--- config.mk ---
export PLATFORM = sky130hd
export DESIGN_NAME = pmac_top
export DESIGN_NICKNAME = d
export VERILOG_FILES = /design/src/include/pmac_pkg.sv /design/src/hw/pmac_rights_check.sv /design/src/hw/pmac_attr_table.sv /design/src/hw/pmac_top.sv
export VERILOG_INCLUDE_DIRS = /design/src /design/src/include
export SDC_FILE = /design/constraint.sdc
export NUM_CORES = 2
export LEC_CHECK = 0
export BUFFER_PORTS_ARGS = -buffer_cell sky130_fd_sc_hd__buf_2
export CAP_MARGIN = 20
export CORE_MARGIN = 2
export CORE_UTILIZATION = 35
export DETAILED_ROUTE_END_ITERATION = 10
export GPL_TIMING_DRIVEN = 0
export SYNTH_ARGS = -nofsm -noshare
export SYNTH_HDL_FRONTEND = slang
export SYNTH_SLANG_ARGS = --single-unit
--- constraint.sdc ---
create_clock -name mclk -period 3.9 [get_ports mclk]
set_input_delay 0.585 -clock mclk [delete_from_list [all_inputs] [get_ports mclk]]
set_output_delay 0.585 -clock mclk [all_outputs]
set_load 0.1 [all_outputs]
--- src/include/pmac_regs.svh ---
// Register offsets, field positions, reset values and codes of the
// package memory access checker.
// Assumes a 32-bit APB slave with byte addresses decoded on paddr[7:0].
`ifndef PMAC_REGS_SVH
`define PMAC_REGS_SVH

// Byte offsets of the software-visible registers.
`define PMAC_OFS_CTRL      8'h00
`define PMAC_OFS_STATUS    8'h04
`define PMAC_OFS_ATTR_SEL  8'h08
`define PMAC_OFS_ATTR_DATA 8'h0c
`define PMAC_OFS_TRAP_INFO 8'h10

// Field positions.
`define PMAC_CTRL_LOCK_BIT     0
`define PMAC_STAT_REFUSED_BIT  0
`define PMAC_STAT_TRAPPED_BIT  1
`define PMAC_STAT_LOCKED_BIT   2
`define PMAC_ATTR_PRIV_BIT     4
`define PMAC_TRAP_WRITE_BIT    16

// Package identities: zero names no package, 1..255 are real packages.
`define PMAC_PKG_NONE      8'h00
`define PMAC_PKG_OS        8'h01
`define PMAC_PKG_COUNT     256

// Effective rights codes.
`define PMAC_EAR_FULL_BOTH        3'h0
`define PMAC_EAR_FULL_SELF_RDX    3'h1
`define PMAC_EAR_READ_BOTH        3'h2
`define PMAC_EAR_FULL_SELF_ONLY   3'h3
`define PMAC_EAR_READ_SELF_ONLY   3'h4

// Manufacture defaults of the attribute table.
`define PMAC_DEF_RIGHTS    3'h3
`define PMAC_DEF_OS_RIGHTS 3'h0

`endif

--- src/include/pmac_pkg.sv ---
// Types shared by the package memory access checker.
// Assumes pmac_regs.svh supplies the numeric codes.
`include "pmac_regs.svh"

package pmac_pkg;

  // Effective rights setting of one package.
  typedef enum logic [2:0] {
    full_both            = `PMAC_EAR_FULL_BOTH,
    full_self_read_cross = `PMAC_EAR_FULL_SELF_RDX,
    read_both            = `PMAC_EAR_READ_BOTH,
    full_self_only       = `PMAC_EAR_FULL_SELF_ONLY,
    read_self_only       = `PMAC_EAR_READ_SELF_ONLY
  } pmac_rights_t;

  // Permission attributes held per package.
  typedef struct packed {
    logic         privileged;
    pmac_rights_t rights;
  } pmac_attr_t;

  // One core access request.
  typedef struct packed {
    logic        valid;
    logic        write;
    logic [7:0]  execPkg;
    logic [7:0]  tgtPkg;
    logic [15:0] addr;
    logic [31:0] wdata;
  } pmac_req_t;

  // Access sequencer states.
  typedef enum logic [1:0] {
    PMAC_IDLE = 2'b00,
    PMAC_MEM  = 2'b01,
    PMAC_RESP = 2'b10
  } pmac_state_t;

endpackage

--- src/hw/pmac_rights_check.sv ---
// Combinational permission decision for one access.
// Assumes attributes of the executing and the targeted package are valid.
`timescale 1ns/1ps

module pmac_rights_check
  import pmac_pkg::*;
(
  input  wire pmac_attr_t execAttr,
  input  wire pmac_attr_t tgtAttr,
  input  wire logic [7:0] execPkg,
  input  wire logic [7:0] tgtPkg,
  input  wire logic       isWrite,
  output logic            allow
);

  logic samePkg;    // Access stays inside its own package.
  logic selfRd;     // Rights allow reading inside.
  logic selfWr;     // Rights allow writing inside.
  logic crossRd;    // Rights allow reading across.
  logic crossWr;    // Rights allow writing across.

  assign samePkg = (execPkg == tgtPkg);

  // Decode the target's rights into four permissions.
  always_comb begin
    selfRd  = 1'b0;
    selfWr  = 1'b0;
    crossRd = 1'b0;
    crossWr = 1'b0;
    case (tgtAttr.rights)
      full_both: begin
        selfRd  = 1'b1;
        selfWr  = 1'b1;
        crossRd = 1'b1;
        crossWr = 1'b1;
      end
      full_self_read_cross: begin
        selfRd  = 1'b1;
        selfWr  = 1'b1;
        crossRd = 1'b1;
      end
      read_both: begin
        selfRd  = 1'b1;
        crossRd = 1'b1;
      end
      full_self_only: begin
        selfRd = 1'b1;
        selfWr = 1'b1;
      end
      read_self_only: begin
        selfRd = 1'b1;
      end
      default: begin
        // Undefined codes grant nothing, so a corrupt entry fails closed except under the privileged override.
        selfRd = 1'b0;
      end
    endcase
  end

  // Final decision; an unassigned package never gets access.
  always_comb begin
    if (execPkg == `PMAC_PKG_NONE || tgtPkg == `PMAC_PKG_NONE) begin
      allow = 1'b0;
    end else if (execAttr.privileged && !tgtAttr.privileged) begin
      allow = 1'b1;
    end else if (samePkg) begin
      allow = isWrite ? selfWr : selfRd;
    end else begin
      allow = isWrite ? crossWr : crossRd;
    end
  end

endmodule

--- src/hw/pmac_attr_table.sv ---
// Per-package attribute store with three read ports and one write port.
// Assumes the writer has already checked the caller's privilege.
`timescale 1ns/1ps

module pmac_attr_table
  import pmac_pkg::*;
(
  input  wire logic       mclk,
  input  wire logic       rst_n,
  input  wire logic       wrEn,
  input  wire logic [7:0] wrIdx,
  input  wire pmac_attr_t wrAttr,
  input  wire logic [7:0] rdIdxA,
  input  wire logic [7:0] rdIdxB,
  input  wire logic [7:0] rdIdxC,
  output pmac_attr_t      rdAttrA,
  output pmac_attr_t      rdAttrB,
  output pmac_attr_t      rdAttrC
);

  pmac_attr_t tbl_reg  [`PMAC_PKG_COUNT]; // One entry per package.
  pmac_attr_t tbl_next [`PMAC_PKG_COUNT]; // Next contents.

  // Only the addressed entry changes on a write.
  always_comb begin
    for (int i = 0; i < `PMAC_PKG_COUNT; i++) begin
      tbl_next[i] = tbl_reg[i];
    end
    if (wrEn) begin
      tbl_next[wrIdx] = wrAttr;
    end
  end

  // Reset loads fixed defaults; package one holds the system software.
  // Flops rather than RAM, so the defaults exist without a boot copy.
  always_ff @(posedge mclk or negedge rst_n) begin
    if (!rst_n) begin
      for (int i = 0; i < `PMAC_PKG_COUNT; i++) begin
        tbl_reg[i] <= '{privileged: 1'b0,
                        rights: pmac_rights_t'(`PMAC_DEF_RIGHTS)};
      end
      tbl_reg[`PMAC_PKG_OS] <= '{privileged: 1'b1,
                        rights: pmac_rights_t'(`PMAC_DEF_OS_RIGHTS)};
    end else begin
      for (int i = 0; i < `PMAC_PKG_COUNT; i++) begin
        tbl_reg[i] <= tbl_next[i];
      end
    end
  end

  assign rdAttrA = tbl_reg[rdIdxA];
  assign rdAttrB = tbl_reg[rdIdxB];
  assign rdAttrC = tbl_reg[rdIdxC];

endmodule

--- src/hw/pmac_top.sv ---
// Package memory access checker: sits between the core and memory,
// lets allowed accesses through and traps denied ones.
// Assumes a core on mclk holding its request until coreReady, and a
// memory returning read data one cycle after its enable.
`timescale 1ns/1ps

// Function
// - Up to 255 protected packages supported.
// - Each package is privileged or regular.
// - Privileged code fully accesses regular packages.
// - Separate intra and inter package rights.
// - Five rights settings decode access permissions.
// - Denied access raises protection violation trap.
// - Every read and write is checked.
// - Only privileged software changes or accepts rules.
// - Decision computed in hardware per access.
// - Decide on executing area, target area, direction.
// - Denied access yields no usable result.
// - Defined defaults after reset, privileged override.
module pmac_top
  import pmac_pkg::*;
(
  input  wire logic        mclk,
  input  wire logic        rst_n,
  input  wire logic        psel,
  input  wire logic        penable,
  input  wire logic        pwrite,
  input  wire logic [7:0]  paddr,
  input  wire logic [31:0] pwdata,
  input  wire logic [7:0]  cfgExecPkg,
  input  wire pmac_req_t   coreReq,
  input  wire logic [31:0] memRdata,
  output logic [31:0]      prdata,
  output logic             pready,
  output logic             pslverr,
  output logic             coreReady,
  output logic             coreDone,
  output logic             coreTrap,
  output logic [31:0]      coreRdata,
  output logic             memEn,
  output logic             memWe,
  output logic [15:0]      memAddr,
  output logic [31:0]      memWdata
);

  // Access sequencer state.
  pmac_state_t state_reg, state_next;
  pmac_req_t   req_reg, req_next;       // Captured request.
  logic        allow_reg, allow_next;   // Decision for the held request.
  logic        ready_reg, ready_next;
  logic        done_reg, done_next;
  logic        trap_reg, trap_next;
  logic [31:0] crd_reg, crd_next;       // Read data to the core.
  logic        men_reg, men_next;
  logic        mwe_reg, mwe_next;
  logic [15:0] madr_reg, madr_next;
  logic [31:0] mwd_reg, mwd_next;

  // Register file state.
  logic        lock_reg, lock_next;       // Rules finally accepted.
  logic        refused_reg, refused_next; // Sticky: a config write refused.
  logic        trapped_reg, trapped_next; // Sticky: a trap occurred.
  logic [7:0]  sel_reg, sel_next;         // Selected table entry.
  logic [16:0] tinfo_reg, tinfo_next;     // Last trap: write, exec, target.
  logic [31:0] prd_reg, prd_next;
  logic        prdy_reg, prdy_next;
  logic        perr_reg, perr_next;

  // Attribute table connections.
  pmac_attr_t execAttr;   // Attributes of the executing package.
  pmac_attr_t tgtAttr;    // Attributes of the target package.
  pmac_attr_t cfgAttr;    // Configuring package, or the selected entry.
  pmac_attr_t wrAttr;
  logic       tblWr;
  logic       decision;   // Live decision for the incoming request.
  logic       cfgPriv;    // The configuring software is privileged.
  logic       apbAccess;  // Access phase in progress, not yet answered.
  logic       apbWrite;
  logic       mapped;
  logic [7:0] cfgIdx;     // Table entry that the APB side looks at.

  pmac_attr_table u_table (
    .mclk    (mclk),
    .rst_n   (rst_n),
    .wrEn    (tblWr),
    .wrIdx   (sel_reg),
    .wrAttr  (wrAttr),
    .rdIdxA  (coreReq.execPkg),
    .rdIdxB  (coreReq.tgtPkg),
    .rdIdxC  (cfgIdx),
    .rdAttrA (execAttr),
    .rdAttrB (tgtAttr),
    .rdAttrC (cfgAttr)
  );

  // Every package id 1..255 has its own entry; id zero never passes.
  pmac_rights_check u_check (
    .execAttr (execAttr),
    .tgtAttr  (tgtAttr),
    .execPkg  (coreReq.execPkg),
    .tgtPkg   (coreReq.tgtPkg),
    .isWrite  (coreReq.write),
    .allow    (decision)
  );

  // Access sequencer: take, issue to memory if allowed, then answer.
  always_comb begin
    state_next = state_reg;
    req_next   = req_reg;
    allow_next = allow_reg;
    ready_next = ready_reg;
    done_next  = 1'b0;
    trap_next  = 1'b0;
    crd_next   = crd_reg;
    men_next   = 1'b0;
    mwe_next   = 1'b0;
    madr_next  = madr_reg;
    mwd_next   = mwd_reg;
    case (state_reg)
      PMAC_IDLE: begin
        // No access reaches memory without passing the check.
        if (coreReq.valid && ready_reg) begin
          req_next   = coreReq;
          allow_next = decision;
          ready_next = 1'b0;
          men_next   = decision;
          mwe_next   = decision && coreReq.write;
          madr_next  = coreReq.addr;
          mwd_next   = decision ? coreReq.wdata : 32'h0000_0000;
          state_next = PMAC_MEM;
        end
      end
      PMAC_MEM: begin
        // Memory produces its data during this cycle.
        state_next = PMAC_RESP;
      end
      PMAC_RESP: begin
        // Done and trap share the cycle a granted access would end in.
        done_next  = 1'b1;
        trap_next  = !allow_reg;
        crd_next   = (allow_reg && !req_reg.write) ? memRdata
                                                   : 32'h0000_0000;
        ready_next = 1'b1;
        state_next = PMAC_IDLE;
      end
      default: begin
        state_next = PMAC_IDLE;
        ready_next = 1'b1;
      end
    endcase
  end

  // Registers of the access sequencer.
  always_ff @(posedge mclk or negedge rst_n) begin
    if (!rst_n) begin
      state_reg <= PMAC_IDLE;
      req_reg   <= '0;
      allow_reg <= 1'b0;
      ready_reg <= 1'b1;
      done_reg  <= 1'b0;
      trap_reg  <= 1'b0;
      crd_reg   <= 32'h0000_0000;
      men_reg   <= 1'b0;
      mwe_reg   <= 1'b0;
      madr_reg  <= 16'h0000;
      mwd_reg   <= 32'h0000_0000;
    end else begin
      state_reg <= state_next;
      req_reg   <= req_next;
      allow_reg <= allow_next;
      ready_reg <= ready_next;
      done_reg  <= done_next;
      trap_reg  <= trap_next;
      crd_reg   <= crd_next;
      men_reg   <= men_next;
      mwe_reg   <= mwe_next;
      madr_reg  <= madr_next;
      mwd_reg   <= mwd_next;
    end
  end

  // APB decode; one wait state so that every answer comes from a flop.
  assign apbAccess = psel && penable && !prdy_reg;
  assign apbWrite  = apbAccess && pwrite;
  assign cfgPriv   = cfgAttr.privileged;
  assign mapped    = (paddr == `PMAC_OFS_CTRL)     ||
                     (paddr == `PMAC_OFS_STATUS)   ||
                     (paddr == `PMAC_OFS_ATTR_SEL) ||
                     (paddr == `PMAC_OFS_ATTR_DATA)||
                     (paddr == `PMAC_OFS_TRAP_INFO);
  assign wrAttr    = '{privileged: pwdata[`PMAC_ATTR_PRIV_BIT],
                       rights: pmac_rights_t'(pwdata[2:0])};
  // Table writes need privilege and an unlocked rule set.
  assign tblWr     = apbWrite && (paddr == `PMAC_OFS_ATTR_DATA) &&
                     cfgPriv && !lock_reg;

  // Register file next values.
  always_comb begin
    lock_next    = lock_reg;
    refused_next = refused_reg;
    trapped_next = trapped_reg;
    sel_next     = sel_reg;
    tinfo_next   = tinfo_reg;
    prd_next     = prd_reg;
    prdy_next    = apbAccess;
    perr_next    = 1'b0;
    if (apbWrite) begin
      if (!mapped) begin
        perr_next = 1'b1;
      end else if (paddr == `PMAC_OFS_STATUS) begin
        // Write one to clear; an arriving event below still wins.
        if (pwdata[`PMAC_STAT_REFUSED_BIT]) begin
          refused_next = 1'b0;
        end
        if (pwdata[`PMAC_STAT_TRAPPED_BIT]) begin
          trapped_next = 1'b0;
        end
      end else if (paddr == `PMAC_OFS_TRAP_INFO) begin
        perr_next = 1'b1; // Read-only register.
      end else if (!cfgPriv ||
                   (lock_reg && paddr != `PMAC_OFS_ATTR_SEL)) begin
        // Regular software, or a CTRL or table write after acceptance, is refused.
        perr_next    = 1'b1;
        refused_next = 1'b1;
      end else if (paddr == `PMAC_OFS_CTRL) begin
        // Lock is write-once until reset: acceptance is final.
        lock_next = pwdata[`PMAC_CTRL_LOCK_BIT];
      end else if (paddr == `PMAC_OFS_ATTR_SEL) begin
        sel_next = pwdata[7:0];
      end
    end else if (apbAccess) begin
      case (paddr)
        `PMAC_OFS_CTRL: begin
          prd_next = {31'h0000_0000, lock_reg};
        end
        `PMAC_OFS_STATUS: begin
          prd_next = {29'h0000_0000, lock_reg, trapped_reg, refused_reg};
        end
        `PMAC_OFS_ATTR_SEL: begin
          prd_next = {24'h00_0000, sel_reg};
        end
        `PMAC_OFS_ATTR_DATA: begin
          prd_next = {27'h000_0000, cfgAttr.privileged, 1'b0,
                      cfgAttr.rights};
        end
        `PMAC_OFS_TRAP_INFO: begin
          prd_next = {15'h0000, tinfo_reg};
        end
        default: begin
          prd_next  = 32'h0000_0000;
          perr_next = 1'b1;
        end
      endcase
    end
    // Trap record; set wins over a same-cycle clear.
    if (state_reg == PMAC_RESP && !allow_reg) begin
      trapped_next = 1'b1;
      tinfo_next   = {req_reg.write, req_reg.execPkg, req_reg.tgtPkg};
    end
  end

  // One table port serves the APB side. A write needs the privilege of
  // the configuring package and a read needs the selected entry; no
  // transfer is both, so the port follows the direction of the transfer.
  // This spares a fourth read port on a table of 256 entries, and it
  // keeps the register file from reaching into the table's storage.
  assign cfgIdx = pwrite ? cfgExecPkg : sel_reg;

  // Registers of the register file.
  always_ff @(posedge mclk or negedge rst_n) begin
    if (!rst_n) begin
      lock_reg    <= 1'b0;
      refused_reg <= 1'b0;
      trapped_reg <= 1'b0;
      sel_reg     <= 8'h00;
      tinfo_reg   <= 17'h0_0000;
      prd_reg     <= 32'h0000_0000;
      prdy_reg    <= 1'b0;
      perr_reg    <= 1'b0;
    end else begin
      lock_reg    <= lock_next;
      refused_reg <= refused_next;
      trapped_reg <= trapped_next;
      sel_reg     <= sel_next;
      tinfo_reg   <= tinfo_next;
      prd_reg     <= prd_next;
      prdy_reg    <= prdy_next;
      perr_reg    <= perr_next;
    end
  end

  assign prdata    = prd_reg;
  assign pready    = prdy_reg;
  assign pslverr   = perr_reg;
  assign coreReady = ready_reg;
  assign coreDone  = done_reg;
  assign coreTrap  = trap_reg;
  assign coreRdata = crd_reg;
  assign memEn     = men_reg;
  assign memWe     = mwe_reg;
  assign memAddr   = madr_reg;
  assign memWdata  = mwd_reg;

endmodule

==> flow_metrics.py <==
metrics = {
    "logic_synthesis": {
        "yosysMostFrequentCell": "nand2_1",
        "synthCells": 6170,
        "synth_top_cell_by_area": "dfrtp_1",
        "syn_area_mm2": 0.0730,
        "avgSynthCellArea_um2": 11.8,
        "ys_top_cells_by_count": "nand2_1 (921), mux2_1 (858), dfrtp_1 (664)",
        "ys_top_cells_by_area": "dfrtp_1 (23%), dfstp_2 (18%), mux2_1 (13%)",
        "synth_top_area_share_pct": 22.8,
        "synth-seq-area-share_pct": 41.2,
        "yosysUniqueCellTypes": 79,
        "ys_seq_elements": 1176,
        "async_flop_share_pct": 100,
        "ys_warn_count": 0,
        "synth_edf_count": 0,
        "ys.flop_type": "dfrtp_1",
    },
    "drt": {
        "ant_nets": 0,
        "drcViolationCount": 0,
        "drt-pass1-iter-count": 7,
        "drt-total-wl_mm": 511,
        "via_per_inst": 6.80,
        "first_iter_violations": 10500,
        "post_drt_wl_per_cell_um": 50.5,
        "routed-via-count": 68800,
    },
    "clock_network": {
        "cts_buffers": 146,
        "cts_buffer_depth": 3,
        "cts_root_buffer": "clkbuf_16",
        "h-tree-depth": 4,
        "clk_pin_slew_ns": 0.07,
        "cts_tree": "built",
        "clock_latency_ns": 0.88,
        "cts.sinks": 1176,
    },
    "grt": {
        "grt_pass1_wl_mm": 652,
        "antenna_found_initial": 77,
        "gr-total-overflow": 0,
        "grt_max_degree": 174,
        "grt.total_usage_pct": 47.2,
        "grt_pass1_vias": 63900,
    },
    "setup_path": {
        "crit_fanout": 10,
        "cp_data_arrival_time_ns": 5.36,
        "start_kind": "register",
        "worstPathRequired_ns": 4.69,
        "cpMaxStageDelayCell": "o211ai_1",
        "r2r_slack_ns": -0.67,
        "crit_path_end_kind": "register",
        "r2r-end": "prdata[0]",
        "crit_type": "reg -> reg",
        "worstRegToRegCells": 10,
        "crit_chain": "nor2b_4 -> a21oi_4 -> buf_4 -> clkbuf_4 -> clkbuf_4 -> o21ai_1 -> a311oi_4 -> a311oi_4 -> o211ai_1 -> a41o_1",
        "regToRegStartpoint": "sel_reg[2]",
        "critPathMaxStageDelay_ns": 0.72,
    },
    "run_status": {
        "violations": "negative setup slack",
        "status": "complete, but fails checks",
    },
    "timing": {
        "min_period_ns": 4.57,
        "rsz0062_at_grt": "true",
        "tightest_slew_ns": 1.18,
        "timing.final.ws_setup_ns": -0.667,
        "fmax_mhz": 219,
        "finalHoldViolCount": 0,
        "drv_slew": 0,
        "slew_headroom_pct": 21.1,
        "skew_ns": 0.0481,
        "finalCritPeriodShare_pct": 117,
        "finalSetupViolations": 1068,
    },
    "pwr": {
        "pwr-share-clk_pct": 41.1,
        "p_leak_nw": 42.0,
        "p_int_mw": 23.3,
        "netSwitchingFraction_pct": 35.8,
        "pwr-share-seq_pct": 35.8,
        "power_density_mw_per_mm2": 382,
        "switchingPower_mw": 13.0,
        "combPwrFrac_pct": 23.0,
        "power_mw": 36.3,
        "ir_drop_mv": 0.641,
    },
    "die": {
        "fp.dieH_um": 461,
        "die_area_mm2": 0.212,
        "io_pins": 270,
        "initial_core_util_pct": 35.2,
        "die_w_um": 461,
        "num_rows": 167,
        "core_mm2": 0.207,
    },
    "worst_hold_path": {
        "hold_path_class": "in -> reg",
        "holdPathStages": 2,
        "hold_start": "pwdata[5]",
        "min_to": "sel_reg[5]",
    },
    "cells_and_area": {
        "nFillCells": 18700,
        "largest_register_ffs": 1024,
        "register_area_mm2": 0.0301,
        "layout-drive-gt1-share_pct": 39.4,
        "multi_input_area_mm2": 0.0416,
        "syn2layout_area_growth_pct": 30.3,
        "final_util_pct": 45.9,
        "final_nets": 7286,
    },
    "placement": {
        "port_buffers": 220,
        "gp_congestion": 1.09,
        "pre_cts_ws_ns": -4.49,
        "dpl.hpwl_mm": 387,
    },
    "flow_run": {
        "maxCapViolCount": 0,
    },
}
[how the worst max path moves through the flow]
stage                           start                    to  cells past startpoint
after global placement          rst_n  u_table.tbl_reg[206]                      1
after global routing       sel_reg[1]             prdata[0]                     16
final                      sel_reg[2]             prdata[0]                     10
after CTS                  sel_reg[0]             prdata[0]                     16
after floorplan           coreReq[48]          memWdata[10]                     16
after detailed placement       pwrite             prdata[2]                     14
[metrics by stage]
stage	area, µm²	TNS [ns]	hold WS, ns	instances
3_3_place_gp	77600	-	0.455	9192
5_1_grt	95000	-273.28	0.0271	10100
2_1_floorplan	73000	0	0.289	6184
3_5_place_dp	79800	-2218.29	0.457	9307
6_report	95100	-285.66	0.0310	10100
4_1_cts	94000	-214.15	0.00212	9996
[logic make-up after synthesis]
logic type      count (synthesis)  share of synthesized area, %
compound gates                993                          9.70
buf+inv                       633                          4.20
simple gates                 1825                          16.6
flops                        1176                          41.2
xor+xnor                        8                        0.0960
other cells                     1                       0.00514
mux                          1534                          28.2
[power groups by stage]
stage	Combinational, mW	Sequential [mW]	Clock (mW)
after global placement	7.27	13.2	0
after CTS	8.06	13.0	14.9
after floorplan	2.08	15.5	0
after global routing	8.37	13.1	15.4
final	8.37	13.0	14.9
after detailed placement	7.46	13.2	0
[routing by layer]
| layer | track usage [%] | wire length (µm) |
|---|---|---|
| met5 | 0.0918 | 170 |
| met3 | 19.0 | 64600 |
| met4 | 39.1 | 51900 |
| met1 | 56.1 | 186000 |
| met2 | 66.5 | 208000 |
[layout by cell type, fill, tap and decap left out, types with 102 or more instances in the layout]
master	Yosys	final
o21ai_0	199	190
mux4_2	299	299
nand3_1	379	375
buf_12	0	222
dfrtp_1	664	662
buf_2	179	276
mux2_1	858	834
dfstp_2	512	512
buf_4	53	249
buf_8	0	146
o21bai_1	117	117
clkbuf_1	266	204
mux2i_1	151	141
nor4_4	240	258
mux2_2	201	198
a22oi_1	103	102
clkbuf_16	0	159
nand2_1	921	916
[final cells by class]
class	instances	area share, %
Timing Repair Buffer	806	9.51
Multi-Input combinational cell	4375	43.8
Tap cell	2788	3.67
Clock buffer	211	4.46
Clock inverter	61	0.891
Antenna cell	62	0.163
Sequential cell	1176	31.6
Buffer	616	5.85
Inverter	14	0.0631
[what timing repair did]
item	CTS	global route
cloned	6	2
buffers inserted	337	14
gates resized for setup	941	72
hold endpoints to repair	224	0
pin swaps	302	41
endpoints found under the setup margin	1074	1070
hold buffers	77	0
[critical path, delay by kind of cell (launching register included)]
family | cells | cell delay [ns]
simple gates | 1 | 0.20
compound gates | 6 | 2.22
flops | 1 | 0.48
buf+inv | 3 | 1.47
Note: power is estimated with default switching activity, not from simulation.
